`config.mk`:
```
export PLATFORM = sky130hd
export DESIGN_NAME = aes3_output_status_gen
export DESIGN_NICKNAME = d
export VERILOG_FILES = /design/src/aes3_status_pkg.sv /design/src/link_if.sv /design/src/cs_status_gen.sv /design/src/bmc_encoder.sv /design/src/aes3_output_status_gen.sv
export SDC_FILE = /design/constraint.sdc
export NUM_CORES = 1
export LEC_CHECK = 0
export ABC_AREA = 1
export BUFFER_PORTS_ARGS = -buffer_cell sky130_fd_sc_hd__buf_2
export CORE_AREA = 2 2 385 387
export CTS_CLUSTER_SIZE = 20
export DETAILED_ROUTE_END_ITERATION = 7
export DIE_AREA = 0 0 387 389
export GPL_TIMING_DRIVEN = 1
export SLEW_MARGIN = 30
export SYNTH_ARGS = -nofsm -noshare
export SYNTH_HDL_FRONTEND = slang
export SYNTH_HIERARCHICAL = 1
export SYNTH_SLANG_ARGS = --single-unit
```
`constraint.sdc`:
```
create_clock -name clk -period 2.8 [get_ports clk]
set_input_delay 0.42 -clock clk [delete_from_list [all_inputs] [get_ports clk]]
set_output_delay 0.42 -clock clk [all_outputs]
set_load 0.05 [all_outputs]
```
`src/aes3_status_pkg.sv`:
```
// Purpose: Shared constants and types for the four-link serial audio output with channel status.
// Assumes: One 250 MHz clock; frame and half-cell timing arrive as one-cycle enable pulses.
// Notes:   Channel status follows the professional layout; bit 0 of each byte is sent first.
//
// Operation
// - Rate field in channel status follows current sample rate, 32 to 192 kHz.
// - Status marks audio use, no copy protection, copying allowed.
// - Category general and generation not indicated are carried in status.
// - Status signals professional format, two-channel mode and no pre-emphasis.
// - Auxiliary bits declared as audio, giving 24-bit sample words.
// - Each link runs single-wire only, frame rate 32 to 192 kHz.
// - Eight channels leave on four links, one channel pair per link.
// - Each link's audio sample rate equals its own frame rate.
// - Analog source by default; optical, USB, MADI or serial inputs selectable.
// - Four serial inputs serve as audio sources and as clock reference.
package aes3_status_pkg;

   // ==========================================================================
   // Sizes
   localparam int SMP_W        = 24;
   localparam int NCH          = 8;
   localparam int NLINK        = 4;
   localparam int UI_CNT_W     = 7;
   localparam int CS_IDX_W     = 8;
   localparam logic [6:0] UI_LAST     = 7'h7F;
   localparam logic [6:0] UI_SUB_LAST = 7'h3F;
   localparam logic [4:0] PRE_SLOTS   = 5'h04;
   localparam logic [7:0] CS_LAST     = 8'hBF;
   localparam logic [7:0] CS_CRC_IDX  = 8'hB8;

   // ==========================================================================
   // Subframe word layout
   localparam int W_AUD_LSB = 4;
   localparam int W_V       = 28;
   localparam int W_U       = 29;
   localparam int W_C       = 30;
   localparam int W_P       = 31;

   // ==========================================================================
   // Preamble half-cell patterns, for a preceding line level of zero
   localparam logic [7:0] PAT_Z = 8'hE8;
   localparam logic [7:0] PAT_X = 8'hE2;
   localparam logic [7:0] PAT_Y = 8'hE4;

   // ==========================================================================
   // Channel status field values
   localparam logic [7:0] CS_B0_PRO      = 8'h01;
   localparam logic [7:0] CS_B0_NO_EMPH  = 8'h04;
   localparam logic [7:0] CS_B0_FS_32K   = 8'hC0;
   localparam logic [7:0] CS_B0_FS_44K1  = 8'h80;
   localparam logic [7:0] CS_B0_FS_48K   = 8'h40;
   localparam logic [7:0] CS_B1_TWO_CH   = 8'h01;
   localparam logic [7:0] CS_B2_AUX_AUD  = 8'h01;
   localparam logic [7:0] CS_B2_WLEN_24  = 8'h28;
   localparam logic [7:0] CS_B4_64K      = 8'h08;
   localparam logic [7:0] CS_B4_88K2     = 8'h50;
   localparam logic [7:0] CS_B4_96K      = 8'h10;
   localparam logic [7:0] CS_B4_176K4    = 8'h58;
   localparam logic [7:0] CS_B4_192K     = 8'h18;
   localparam logic [4:0] CS_BYTE_ORG0   = 5'h06;
   localparam logic [4:0] CS_BYTE_ORG3   = 5'h09;
   localparam logic [7:0] CRC_POLY       = 8'h1D;
   localparam logic [7:0] CRC_INIT       = 8'hFF;

   // ==========================================================================
   // Modes
   typedef enum logic [2:0] {RATE_32K, RATE_44K1, RATE_48K, RATE_64K,
                             RATE_88K2, RATE_96K, RATE_176K4, RATE_192K} rate_t;
   typedef enum logic [2:0] {SRC_ANALOG, SRC_OPTICAL, SRC_USB, SRC_MADI,
                             SRC_AES} src_t;
   typedef enum logic [2:0] {REF_INTERNAL, REF_AES1, REF_AES2, REF_AES3,
                             REF_AES4} ref_t;
   typedef enum logic [1:0] {PRE_X, PRE_Y, PRE_Z} pre_t;

endpackage

```
`src/link_if.sv`:
```
`timescale 1ns/1ps
// Purpose: Shared half-cell timing from the frame sequencer to the link encoders.
// Assumes: Driven by the top module only.
// Notes:   All signals are valid in the cycle where ui_en is high.
interface link_if;
   import aes3_status_pkg::*;
   logic       ui_en;
   logic [4:0] slot;
   logic       half;
   pre_t       pre;
   modport ctl (output ui_en, output slot, output half, output pre);
   modport enc (input ui_en, input slot, input half, input pre);
endinterface

```
`src/cs_status_gen.sv`:
```
`timescale 1ns/1ps
// Purpose: Channel status block source, one bit per frame with trailing CRC byte.
// Assumes: adv pulses once per frame, before the frame's first subframe word is built.
// Notes:   The rate is captured at block start so a block never mixes two rate codes.
module cs_status_gen
   import aes3_status_pkg::*;
#(
   parameter logic [31:0] ORIGIN = 32'h4745_4E30 // Arbitrary neutral origin text.
) (
   input  wire logic  clk,
   input  wire logic  rstn,
   input  wire logic  adv,
   input  wire rate_t rate,
   output logic       cs_q,
   output logic       first_q
);
   logic [CS_IDX_W-1:0] idx_q, idx_d;
   logic [7:0]          crc_q, crc_d;
   rate_t               rate_q, rate_d;
   logic                cs_d, first_d;
   rate_t               eff_rate;
   logic [7:0]          byte_v;
   logic                bit_v;
   logic [7:0]          crc_base;

   // ==========================================================================
   // Status byte table
   function automatic logic [7:0] cs_byte(input logic [4:0] n, input rate_t r);
      logic [7:0] b;
      b = 8'h00;
      case (n)
         5'h00: begin
            b = CS_B0_PRO | CS_B0_NO_EMPH;
            case (r)
               RATE_32K:  b = b | CS_B0_FS_32K;
               RATE_44K1: b = b | CS_B0_FS_44K1;
               RATE_48K:  b = b | CS_B0_FS_48K;
               default:   b = b;
            endcase
         end
         5'h01: b = CS_B1_TWO_CH;
         5'h02: b = CS_B2_AUX_AUD | CS_B2_WLEN_24;
         5'h04: begin
            case (r)
               RATE_64K:   b = CS_B4_64K;
               RATE_88K2:  b = CS_B4_88K2;
               RATE_96K:   b = CS_B4_96K;
               RATE_176K4: b = CS_B4_176K4;
               RATE_192K:  b = CS_B4_192K;
               default:    b = 8'h00;
            endcase
         end
         default: begin
            if (n >= CS_BYTE_ORG0 && n <= CS_BYTE_ORG3) begin
               b = ORIGIN[8*(3-(n-CS_BYTE_ORG0)) +: 8];
            end
         end
      endcase
      // Category and generation fields stay zero: general, not indicated.
      return b;
   endfunction

   // ==========================================================================
   // Block sequencing and CRC
   always_comb begin
      eff_rate = (idx_q == '0) ? rate : rate_q;
      byte_v   = cs_byte(idx_q[7:3], eff_rate);
      bit_v    = (idx_q < CS_CRC_IDX) ? byte_v[idx_q[2:0]] : crc_q[idx_q[2:0]];
      crc_base = (idx_q == '0) ? CRC_INIT : crc_q;
      idx_d    = idx_q;
      crc_d    = crc_q;
      rate_d   = rate_q;
      cs_d     = cs_q;
      first_d  = first_q;
      if (adv) begin
         cs_d    = bit_v;
         first_d = (idx_q == '0);
         rate_d  = eff_rate;
         idx_d   = (idx_q == CS_LAST) ? '0 : idx_q + 8'h01;
         if (idx_q < CS_CRC_IDX) begin
            crc_d = {crc_base[6:0], 1'b0} ^ ((crc_base[7] ^ bit_v) ? CRC_POLY : 8'h00);
         end
      end
   end

   always_ff @(posedge clk or negedge rstn) begin
      if (!rstn) begin
         idx_q   <= '0;
         crc_q   <= CRC_INIT;
         rate_q  <= RATE_48K;
         cs_q    <= 1'b0;
         first_q <= 1'b0;
      end else begin
         idx_q   <= idx_d;
         crc_q   <= crc_d;
         rate_q  <= rate_d;
         cs_q    <= cs_d;
         first_q <= first_d;
      end
   end
endmodule

```
`src/bmc_encoder.sv`:
```
`timescale 1ns/1ps
// Purpose: Biphase-mark line encoder for one link, preambles included.
// Assumes: word stays stable for the whole subframe it belongs to.
// Notes:   Preamble polarity follows the level left by the previous subframe.
module bmc_encoder
   import aes3_status_pkg::*;
(
   input  wire logic        clk,
   input  wire logic        rstn,
   link_if.enc              lnk,
   input  wire logic [31:0] word,
   output logic             line_q
);
   logic       line_d;
   logic       base_q, base_d;
   logic [7:0] pat;
   logic [2:0] pidx;
   logic       pre_start;

   always_comb begin
      case (lnk.pre)
         PRE_Z:   pat = PAT_Z;
         PRE_Y:   pat = PAT_Y;
         default: pat = PAT_X;
      endcase
      pidx      = ~{lnk.slot[1:0], lnk.half};
      pre_start = (lnk.slot == '0) && !lnk.half;
      line_d    = line_q;
      base_d    = base_q;
      if (lnk.ui_en) begin
         if (lnk.slot < PRE_SLOTS) begin
            if (pre_start) begin
               base_d = line_q;
            end
            line_d = pat[pidx] ^ (pre_start ? line_q : base_q);
         end else if (!lnk.half || word[lnk.slot]) begin
            line_d = ~line_q;
         end
      end
   end

   always_ff @(posedge clk or negedge rstn) begin
      if (!rstn) begin
         line_q <= 1'b0;
         base_q <= 1'b0;
      end else begin
         line_q <= line_d;
         base_q <= base_d;
      end
   end
endmodule

```
`src/aes3_output_status_gen.sv`:
```
`timescale 1ns/1ps
// Purpose: Four-link single-wire serial audio output with professional channel status.
// Assumes: ui_tick pulses 128 times per frame, locked to the selected reference.
// Notes:   A reference tick always restarts the frame, so the frame rate is the reference rate.
module aes3_output_status_gen
   import aes3_status_pkg::*;
(
   input  wire logic                 clk,
   input  wire logic                 rstn,
   input  wire logic                 ui_tick,
   input  wire logic                 int_frame_tick,
   input  wire logic [NLINK-1:0]     aes_in_frame_tick,
   input  wire ref_t                 ref_sel,
   input  wire src_t                 src_sel,
   input  wire rate_t                rate_sel,
   input  wire logic [NCH*SMP_W-1:0] src_analog,
   input  wire logic [NCH*SMP_W-1:0] src_optical,
   input  wire logic [NCH*SMP_W-1:0] src_usb,
   input  wire logic [NCH*SMP_W-1:0] src_madi,
   input  wire logic [NCH*SMP_W-1:0] src_aes,
   output logic [NLINK-1:0]          aes_out,
   output logic                      block_start_q,
   output rate_t                     frame_rate_q
);

   // ==========================================================================
   // Declarations
   link_if lnk ();

   logic [UI_CNT_W-1:0] cnt_q, cnt_d;
   logic                run_q, run_d;
   logic                ref_tick;
   logic [NCH*SMP_W-1:0] sel_smp;
   logic [31:0]         word_q [NLINK];
   logic [31:0]         word_d [NLINK];
   logic [SMP_W-1:0]    smp_b_q [NLINK];
   logic [SMP_W-1:0]    smp_b_d [NLINK];
   logic                block_start_d;
   rate_t               frame_rate_d;
   logic                step;
   logic                cs_adv;
   logic                cs_bit;
   logic                cs_first;

   // ==========================================================================
   // Word builder
   // Validity, user bit and preamble slots are zero; parity makes bits 4..31 even.
   function automatic logic [31:0] make_word(input logic [SMP_W-1:0] smp,
                                              input logic c);
      logic [31:0] w;
      w              = 32'h0000_0000;
      w[W_AUD_LSB +: SMP_W] = smp;
      w[W_V]         = 1'b0;
      w[W_U]         = 1'b0;
      w[W_C]         = c;
      w[W_P]         = ^w[W_C:W_AUD_LSB];
      return w;
   endfunction

   // ==========================================================================
   // Clock reference selection
   // A serial input only ever acts as a frame reference here; its lock state is
   // judged upstream, which must stop its tick when the input is lost.
   always_comb begin
      case (ref_sel)
         REF_AES1: ref_tick = aes_in_frame_tick[0];
         REF_AES2: ref_tick = aes_in_frame_tick[1];
         REF_AES3: ref_tick = aes_in_frame_tick[2];
         REF_AES4: ref_tick = aes_in_frame_tick[3];
         default:  ref_tick = int_frame_tick;
      endcase
   end

   // ==========================================================================
   // Source routing
   always_comb begin
      case (src_sel)
         SRC_OPTICAL: sel_smp = src_optical;
         SRC_USB:     sel_smp = src_usb;
         SRC_MADI:    sel_smp = src_madi;
         SRC_AES:     sel_smp = src_aes;
         default:     sel_smp = src_analog;
      endcase
   end

   // ==========================================================================
   // Frame sequencer
   // The counter walks the 128 half-cells of one frame and then stops. Without
   // a fresh reference tick the lines go quiet rather than free-run at a rate
   // that nobody asked for.
   assign step   = ui_tick && run_q;
   assign cs_adv = step && (cnt_q == UI_SUB_LAST);

   always_comb begin
      cnt_d = cnt_q;
      run_d = run_q;
      if (ref_tick) begin
         cnt_d = '0;
         run_d = 1'b1;
      end else if (step) begin
         if (cnt_q == UI_LAST) begin
            run_d = 1'b0;
         end else begin
            cnt_d = cnt_q + 7'h01;
         end
      end
   end

   always_ff @(posedge clk or negedge rstn) begin
      if (!rstn) begin
         cnt_q <= '0;
         run_q <= 1'b0;
      end else begin
         cnt_q <= cnt_d;
         run_q <= run_d;
      end
   end

   // ==========================================================================
   // Shared half-cell timing towards the encoders
   always_comb begin
      lnk.ui_en = step;
      lnk.slot  = cnt_q[5:1];
      lnk.half  = cnt_q[0];
      if (cnt_q[6]) begin
         lnk.pre = PRE_Y;
      end else if (cs_first) begin
         lnk.pre = PRE_Z;
      end else begin
         lnk.pre = PRE_X;
      end
   end

   // ==========================================================================
   // Subframe words
   // Channel A words are built at the reference tick straight from the source,
   // and the matching channel B samples are caught in the same cycle so both
   // halves of a frame belong to one sample instant.
   always_comb begin
      for (int i = 0; i < NLINK; i++) begin
         word_d[i]  = word_q[i];
         smp_b_d[i] = smp_b_q[i];
         if (ref_tick) begin
            word_d[i]  = make_word(sel_smp[(2*i)*SMP_W +: SMP_W], cs_bit);
            smp_b_d[i] = sel_smp[(2*i+1)*SMP_W +: SMP_W];
         end else if (cs_adv) begin
            word_d[i] = make_word(smp_b_q[i], cs_bit);
         end
      end
   end

   always_ff @(posedge clk or negedge rstn) begin
      if (!rstn) begin
         for (int i = 0; i < NLINK; i++) begin
            word_q[i]  <= 32'h0000_0000;
            smp_b_q[i] <= '0;
         end
      end else begin
         for (int i = 0; i < NLINK; i++) begin
            word_q[i]  <= word_d[i];
            smp_b_q[i] <= smp_b_d[i];
         end
      end
   end

   // ==========================================================================
   // Status outputs
   always_comb begin
      block_start_d = step && (cnt_q == '0) && cs_first;
      frame_rate_d  = ref_tick ? rate_sel : frame_rate_q;
   end

   always_ff @(posedge clk or negedge rstn) begin
      if (!rstn) begin
         block_start_q <= 1'b0;
         frame_rate_q  <= RATE_48K;
      end else begin
         block_start_q <= block_start_d;
         frame_rate_q  <= frame_rate_d;
      end
   end

   // ==========================================================================
   // Channel status source
   // Advanced mid-frame so the next frame's bit is ready before its words are
   // built; both channels of a link carry the same status bit.
   cs_status_gen u_cs (
      .clk     (clk),
      .rstn    (rstn),
      .adv     (cs_adv),
      .rate    (rate_sel),
      .cs_q    (cs_bit),
      .first_q (cs_first)
   );

   // ==========================================================================
   // Link encoders
   for (genvar g = 0; g < NLINK; g++) begin : g_link
      bmc_encoder u_enc (
         .clk    (clk),
         .rstn   (rstn),
         .lnk    (lnk),
         .word   (word_q[g]),
         .line_q (aes_out[g])
      );
   end

endmodule

```
Word level (Yosys, flattened, before mapping)
Cells that the tools add are included.
{"block": "word_totals", "out_inout_bits": 8, "reg_bits": 265}
{"block": "classes", "addsub": 4, "order_cmp": 7, "n_shift": 1, "bitwise_logic": 11, "n_reduce_logical": 39, "muxes": 54, "eq_ne": 24}
{"cell": "$pmux W192 S4", "count": 1}
{"cell": "$mux W32", "count": 8}
{"cell": "$reduce_xor A27 Y1", "count": 8}
{"cell": "$pmux W7 S5", "count": 1}
{"cell": "$shiftx A32 B33 Y8 const A", "count": 1}
{"cell": "$pmux W8 S4", "count": 1}
{"cell": "$sub A2 B29 Y29 const A", "count": 1}
{"cell": "$mux W8", "count": 3}
{"cell": "$pmux W8 S3", "count": 1}
{"cell": "$mux W1", "count": 23}
{"cell": "$mux W7", "count": 3}
{"cell": "$bmux W1 S5", "count": 4}
{"cell": "$eq A3 B2 Y1 const B", "count": 6}
{"cell": "$eq A3 B3 Y1 const B", "count": 6}
{"cell": "$reduce_and A2 Y1", "count": 8}
{"cell": "$reduce_bool A2 Y1", "count": 7}
{"cell": "$logic_not A5 Y1", "count": 2}
{"cell": "$bmux W1 S3", "count": 3}
{"cell": "$eq A3 B1 Y1 const B", "count": 3}
{"cell": "$add A8 B1 Y8 const B", "count": 1}
{"cell": "$eq A8 B8 Y1 const B", "count": 1}
{"cell": "$logic_not A8 Y1", "count": 1}
{"cell": "$lt A3 B4 Y1 const B", "count": 2}
{"cell": "$lt A8 B8 Y1 const B", "count": 1}
{"cell": "other kinds (28)", "count": 44}

Longest topological paths before layout
{"block": "depth", "ltp_word": 11, "depth_mapped": 23, "depth_no_buf": 21}

Hierarchy
Netlist, hierarchy kept.
{"mod": "aes3_output_status_gen", "cells_each": 3149, "seq_area_each_um2": 5231.3, "area_each_um2": 19157.1, "instances": 1}
{"mod": "bmc_encoder", "cells_each": 115, "seq_area_each_um2": 50.0, "area_each_um2": 611.8, "instances": 4}
{"mod": "cs_status_gen", "cells_each": 242, "seq_area_each_um2": 536.8, "area_each_um2": 1607.8, "instances": 1}

Least setup slack after synthesis
No wires, ideal clock.
{"block": "synth_timing", "path_type": "register to register", "start": "register cnt_q[3]", "end": "register word_q[116] (netlist name)", "period_less_slack_ns": 2.787, "arrival_time_ns": 2.641, "required_time_ns": 2.654, "path_buffers": 2, "path_stages_with_launch": 12, "slack_ns": 0.013, "cell_sequence": "dfrtp_1 > inv_1 > nor3_1 > inv_1 > nor3_1 > nand2_1 > nor2_1 > nor2_1 > clkbuf_1 > clkbuf_1 > nand2_1 > o221ai_1"}
{"block": "synth_via", "elab_chain_cells": 3}
{"element": "from (decl)", "line": "aes3_output_status_gen.sv:30", "rtl": "logic [UI_CNT_W-1:0] cnt_q, cnt_d;"}
{"element": "from (signal assigned)", "line": "aes3_output_status_gen.sv:114", "rtl": "cnt_q <= cnt_d;"}
{"element": "$eq A7 B6 Y1", "line": "aes3_output_status_gen.sv:92", "rtl": "assign cs_adv = step && (cnt_q == UI_SUB_LAST);"}
{"element": "$logic_and A1 B1 Y1", "line": "aes3_output_status_gen.sv:92"}
{"element": "named net cs_adv", "line": "aes3_output_status_gen.sv:41", "rtl": "logic cs_adv;"}
{"element": "$reduce_bool A2 Y1 (no source line)"}
{"element": "to (signal, indexed assignment)", "line": "aes3_output_status_gen.sv:160", "rtl": "word_q[i] <= word_d[i];"}
{"element": "to (decl)", "line": "aes3_output_status_gen.sv:34", "rtl": "logic [31:0] word_q [NLINK];"}
The timed path passes the listed nets, and every way through them passes these cells.
A chain may end at the register's enable or synchronous reset.

Final worst setup path
{"block": "layout_timing", "start": "register u_cs.idx_q[1]", "end": "register u_cs.crc_q[0]"}
{"block": "layout_via", "elab_chain_cells": 11, "elab_cells_between_ends": 24}
{"element": "from (decl)", "line": "cs_status_gen.sv:17", "rtl": "logic [CS_IDX_W-1:0] idx_q, idx_d;"}
{"element": "from (signal assigned)", "line": "cs_status_gen.sv:94", "rtl": "idx_q <= idx_d;"}
{"element": "$logic_not A8 Y1", "line": "cs_status_gen.sv:66, cs_status_gen.sv:69"}
{"element": "$mux W3", "line": "cs_status_gen.sv:66", "rtl": "eff_rate = (idx_q == '0) ? rate : rate_q;"}
{"element": "$eq A3 B3 Y1, or another cell as far along", "line": "cs_status_gen.sv:44", "rtl": "case (r)"}
{"element": "$pmux W7 S5 / $pmux W8 S3 (equally long branches)", "line": "cs_status_gen.sv:44, cs_status_gen.sv:34"}
{"element": "$pmux W8 S4", "line": "cs_status_gen.sv:31", "rtl": "case (n)"}
{"element": "$bmux W1 S3", "line": "cs_status_gen.sv:68", "rtl": "bit_v = (idx_q < CS_CRC_IDX) ? byte_v[idx_q[2:0]] : crc_q[idx_q[2:0]];"}
{"element": "$mux W1 (implied by the code)", "line": "cs_status_gen.sv:68"}
{"element": "$mux W1", "line": "cs_status_gen.sv:68"}
{"element": "$xor A1 B1 Y1", "line": "cs_status_gen.sv:81", "rtl": "crc_d = {crc_base[6:0], 1'b0} ^ ((crc_base[7] ^ bit_v) ? CRC_POLY : 8'h00);"}
{"element": "$mux W5", "line": "cs_status_gen.sv:81"}
{"element": "$xor A8 B8 Y8", "line": "cs_status_gen.sv:81"}
{"element": "to (signal assigned)", "line": "cs_status_gen.sv:95", "rtl": "crc_q <= crc_d;"}
{"element": "to (decl)", "line": "cs_status_gen.sv:18", "rtl": "logic [7:0] crc_q, crc_d;"}
Several ways; a longest one is shown, not always the timed one. The select of a mux whose other input is x is not followed.

==> results.yml <==
power:
  p_sw_mw: 6.50
  powerDensity_nw_per_um2: 482
  p_leak_nw: 17.6
  switching_share_pct: 40.3
  sequentialPowerShare_pct: 27.8
  p_comb_share_pct: 46.5
  ir_worst_vdd_uv: 395
  power_mw: 16.1
  internal-power_mw: 9.62
  power.share.clock_pct: 25.8
critical_path:
  critical_path.most_common_cell: "nand2_1"
  critPathLaunchType: "flop"
  critPathKind: "flop to flop"
  critPathMaxFanout: 10
  path_cells: "inv_1 -> ha_1 -> inv_1 -> nor2_1 -> nand3_2 -> nand2_1 -> nand2_1 -> nand3_1 -> nand3_1 -> nand2_1 -> nand2_1 -> nand2_1 -> nand3_2 -> nand3_1 -> nand3_2 -> and2_1"
  max_stage_delay_ns: 0.45
  crit_required_ns: 3.31
  cp_num_buf_inv: 2
  crit_family: "simple AND/OR/NAND/NOR gates"
  critPathCaptureType: "flop"
  crit_arrival_ns: 3.03
  reg2regPathDepth: 16
  cp.depth: 16
  crit_slowest_cell: "dfrtp_1"
timing:
  tightest_slew_ns: 0.928
  post-route-min-period_ns: 2.51
  finalWorstSetupSlack_ns: 0.287
  clock_skew_ns: 0.0113
  rsz0062_at_grt: "false"
  holdWs_ns: 0.0869
  setup_tns_ns: 0
  relSlewSlack_pct: 38.1
  slew_viol_final: 0
  hold_viol_final: 0
  setup_viol: 0
  period_share_pct: 89.8
  clock.fmax_ghz: 0.398
grt:
  grt_max_degree: 83
  grt_antenna_before_repair: 55
  met2_usage_pct: 33.3
  busiest_layer: "met2"
  grt_pass1_vias: 30183
  overflow: 0
  grtUsageMet3_pct: 2.99
  track_usage_pct: 19.6
  grt_pass1_wl_um: 215000
  use_met1_pct: 25.4
hold_path:
  hold_depth: 3
  hp-class: "input pin to flop"
die:
  die_x_um: 387
  die-area_um2: 151000
  die_h_um: 389
  ios: 985
  row_count: 141
  core_area_um2: 147000
  initial_utilization_pct: 15.8
detailed_routing:
  via_per_inst: 4.56
  avgRoutedWirePerCell_um: 22.2
  firstDrtPassIters: 6
  antenna_left: 0
  num_vias: 31700
  drt-total-wl_um: 154000
  drc: 0
  drt-initial-drc-count: 2891
placed_design:
  dpl.hpwl_um: 132000
  dpl.cell_count: 6882
  portBuffers: 984
  gp_congestion: 1.00
  pre_cts_ws_ns: -0.414
  place_area_um2: 32400
status:
  status: "complete, no violations"
synthesis:
  ys_seq_area_share_pct: 25.7
  synth_flop_cell: "dfrtp_1"
  yosys_warnings: 6
  async_reset_ff_share_pct: 100
  netlist_area_um2: 23200
  synth.distinct_cells: 54
  synth_enable_flop_cells: 0
  synth.avg_cell_area_um2: 6.03
  syn_inst: 3851
  ys_ff_latch: 238
run:
  drv_cap: 0
finish:
  design_area_um2: 33500
  drive_gt1_share_pct: 30.8
  final_cell_mix: "nand2_1 (1,442), buf_2 (981), nand3_1 (443)"
  final_common_cell: "nand2_1"
  layout.cells.non_filler: 6955
  areaGrowthSynthToFinish_pct: 44.3
  fin_util_pct: 22.8
  layout.nets: 5976
clock_tree:
  clk_path_buf_depth: 3
  cts_tree: "done"
  cts.sinks: 238
  htree_num_levels: 1
  clk_pin_slew_worst_paths_ns: 0.06
  tritoncts.num_buffers: 30
  worstSkewPairLatency_ns: 0.58
  cts_root_buf: "clkbuf_16"
layout make-up:
cell class	count	area (µm²)
antenna	18	45.0
clock buffer	40	870
clock inverter	14	184
fill	16678	113000
inverter	351	1390
multi-input combinational	3037	14700
sequential	238	5970
tap	1930	2410
timing repair buffer	1327	7960
synth_stat cells (15+ instances only):
library cell	instances	share of area (%)
nand2_1	1443	23
nand3_1	443	9.6
inv_1	275	4.4
nor2_1	264	4.3
dfrtp_1	228	25
nand4_1	150	4.0
a21oi_1	149	3.2
o21ai_0	146	3.1
o221ai_1	96	3.6
a22oi_1	95	3.1
clkbuf_1	91	1.5
xnor2_1	73	2.8
buf_2	64	1.4
inv_2	58	0.94
buf_1	30	0.49
xor2_1	29	1.1
buf_6	24	1.2
or2_2	24	0.65
nand2_2	15	0.40
nor2_2	15	0.40
power by group through the flow:
stage	Sequential (mW)	Combinational [mW]	Clock (mW)
floorplan	4.56	4.14	0
global placement	4.50	7.53	0
detailed placement	4.52	7.56	0
CTS	4.47	7.60	4.29
global route	4.55	8.30	4.41
finish	4.48	7.49	4.16
per-layer routing:
layer | up-vias | wire length (µm)
li1 | 14978 | -
met2 | 1447 | 73400
met1 | 15073 | 64600
met3 | 186 | 11200
met5 | - | 99
met4 | 16 | 5040
worst paths after layout:
path	slack [ns]	from	endpoint
worst max register to register	0.29	u_cs/idx_q[1]$_DFFE_PN0P_	u_cs/crc_q[0]$_DFFE_PN1P_
worst max-delay path	0.29	u_cs/idx_q[1]$_DFFE_PN0P_	u_cs/crc_q[0]$_DFFE_PN1P_
worst min register to register	0.47	frame_rate_q[1]$_DFFE_PN1N_	frame_rate_q[1]$_DFFE_PN1N_
worst min-delay path	0.09	rate_sel[0]	frame_rate_q[0]$_DFFE_PN0N_
max in group asynchronous	1.48	rstn	smp_b_q[52]$_DFFE_PN0N_
min in group asynchronous	0.41	rstn	smp_b_q[46]$_DFFE_PN0N_
cell families (layout without fill, tap and decap cells):
| logic type | count (synthesis) | after routing | share of synthesized area (%) |
|---|---|---|---|
| AND/OR/NAND/NOR | 2404 | 2404 | 44.5 |
| buffers and inverters | 583 | 1732 | 11.4 |
| AO/OA/AOI/OAI | 509 | 509 | 13.7 |
| flip-flops | 238 | 238 | 25.7 |
| XOR/XNOR | 102 | 102 | 3.85 |
| adder cells (fa/ha/maj) | 14 | 14 | 0.755 |
| other | 1 | 26 | 0.0162 |
registers in the layout, summed over array words and instances, names as in the netlist:
signal and flops:
block_start_q 1, u_cs/cs_q 1, u_cs/first_q 1, run_q 1
g_link.u_enc/line_q 4, u_cs/rate_q 3, smp_b_q 96, frame_rate_q 3
u_cs/idx_q 8, word_q 101, cnt_q 7, u_cs/crc_q 8
g_link.u_enc/base_q 4
worst register-to-register path: cells and delay by family (launching register included):
family	cells	cell delay (ns)
simple gates	13	1.51
flops	1	0.45
buf+inv	2	0.25
fa+ha+maj	1	0.23
timing repair:
| item | CTS | global route |
|---|---|---|
| buffers inserted | 0 | 0 |
| setup endpoints to repair | 0 | 20 |
| hold buffers | 1 | 0 |
| hold endpoints to repair | 69 | 0 |
| resized for setup | 0 | 4 |
(Power assumes the default switching activity.)
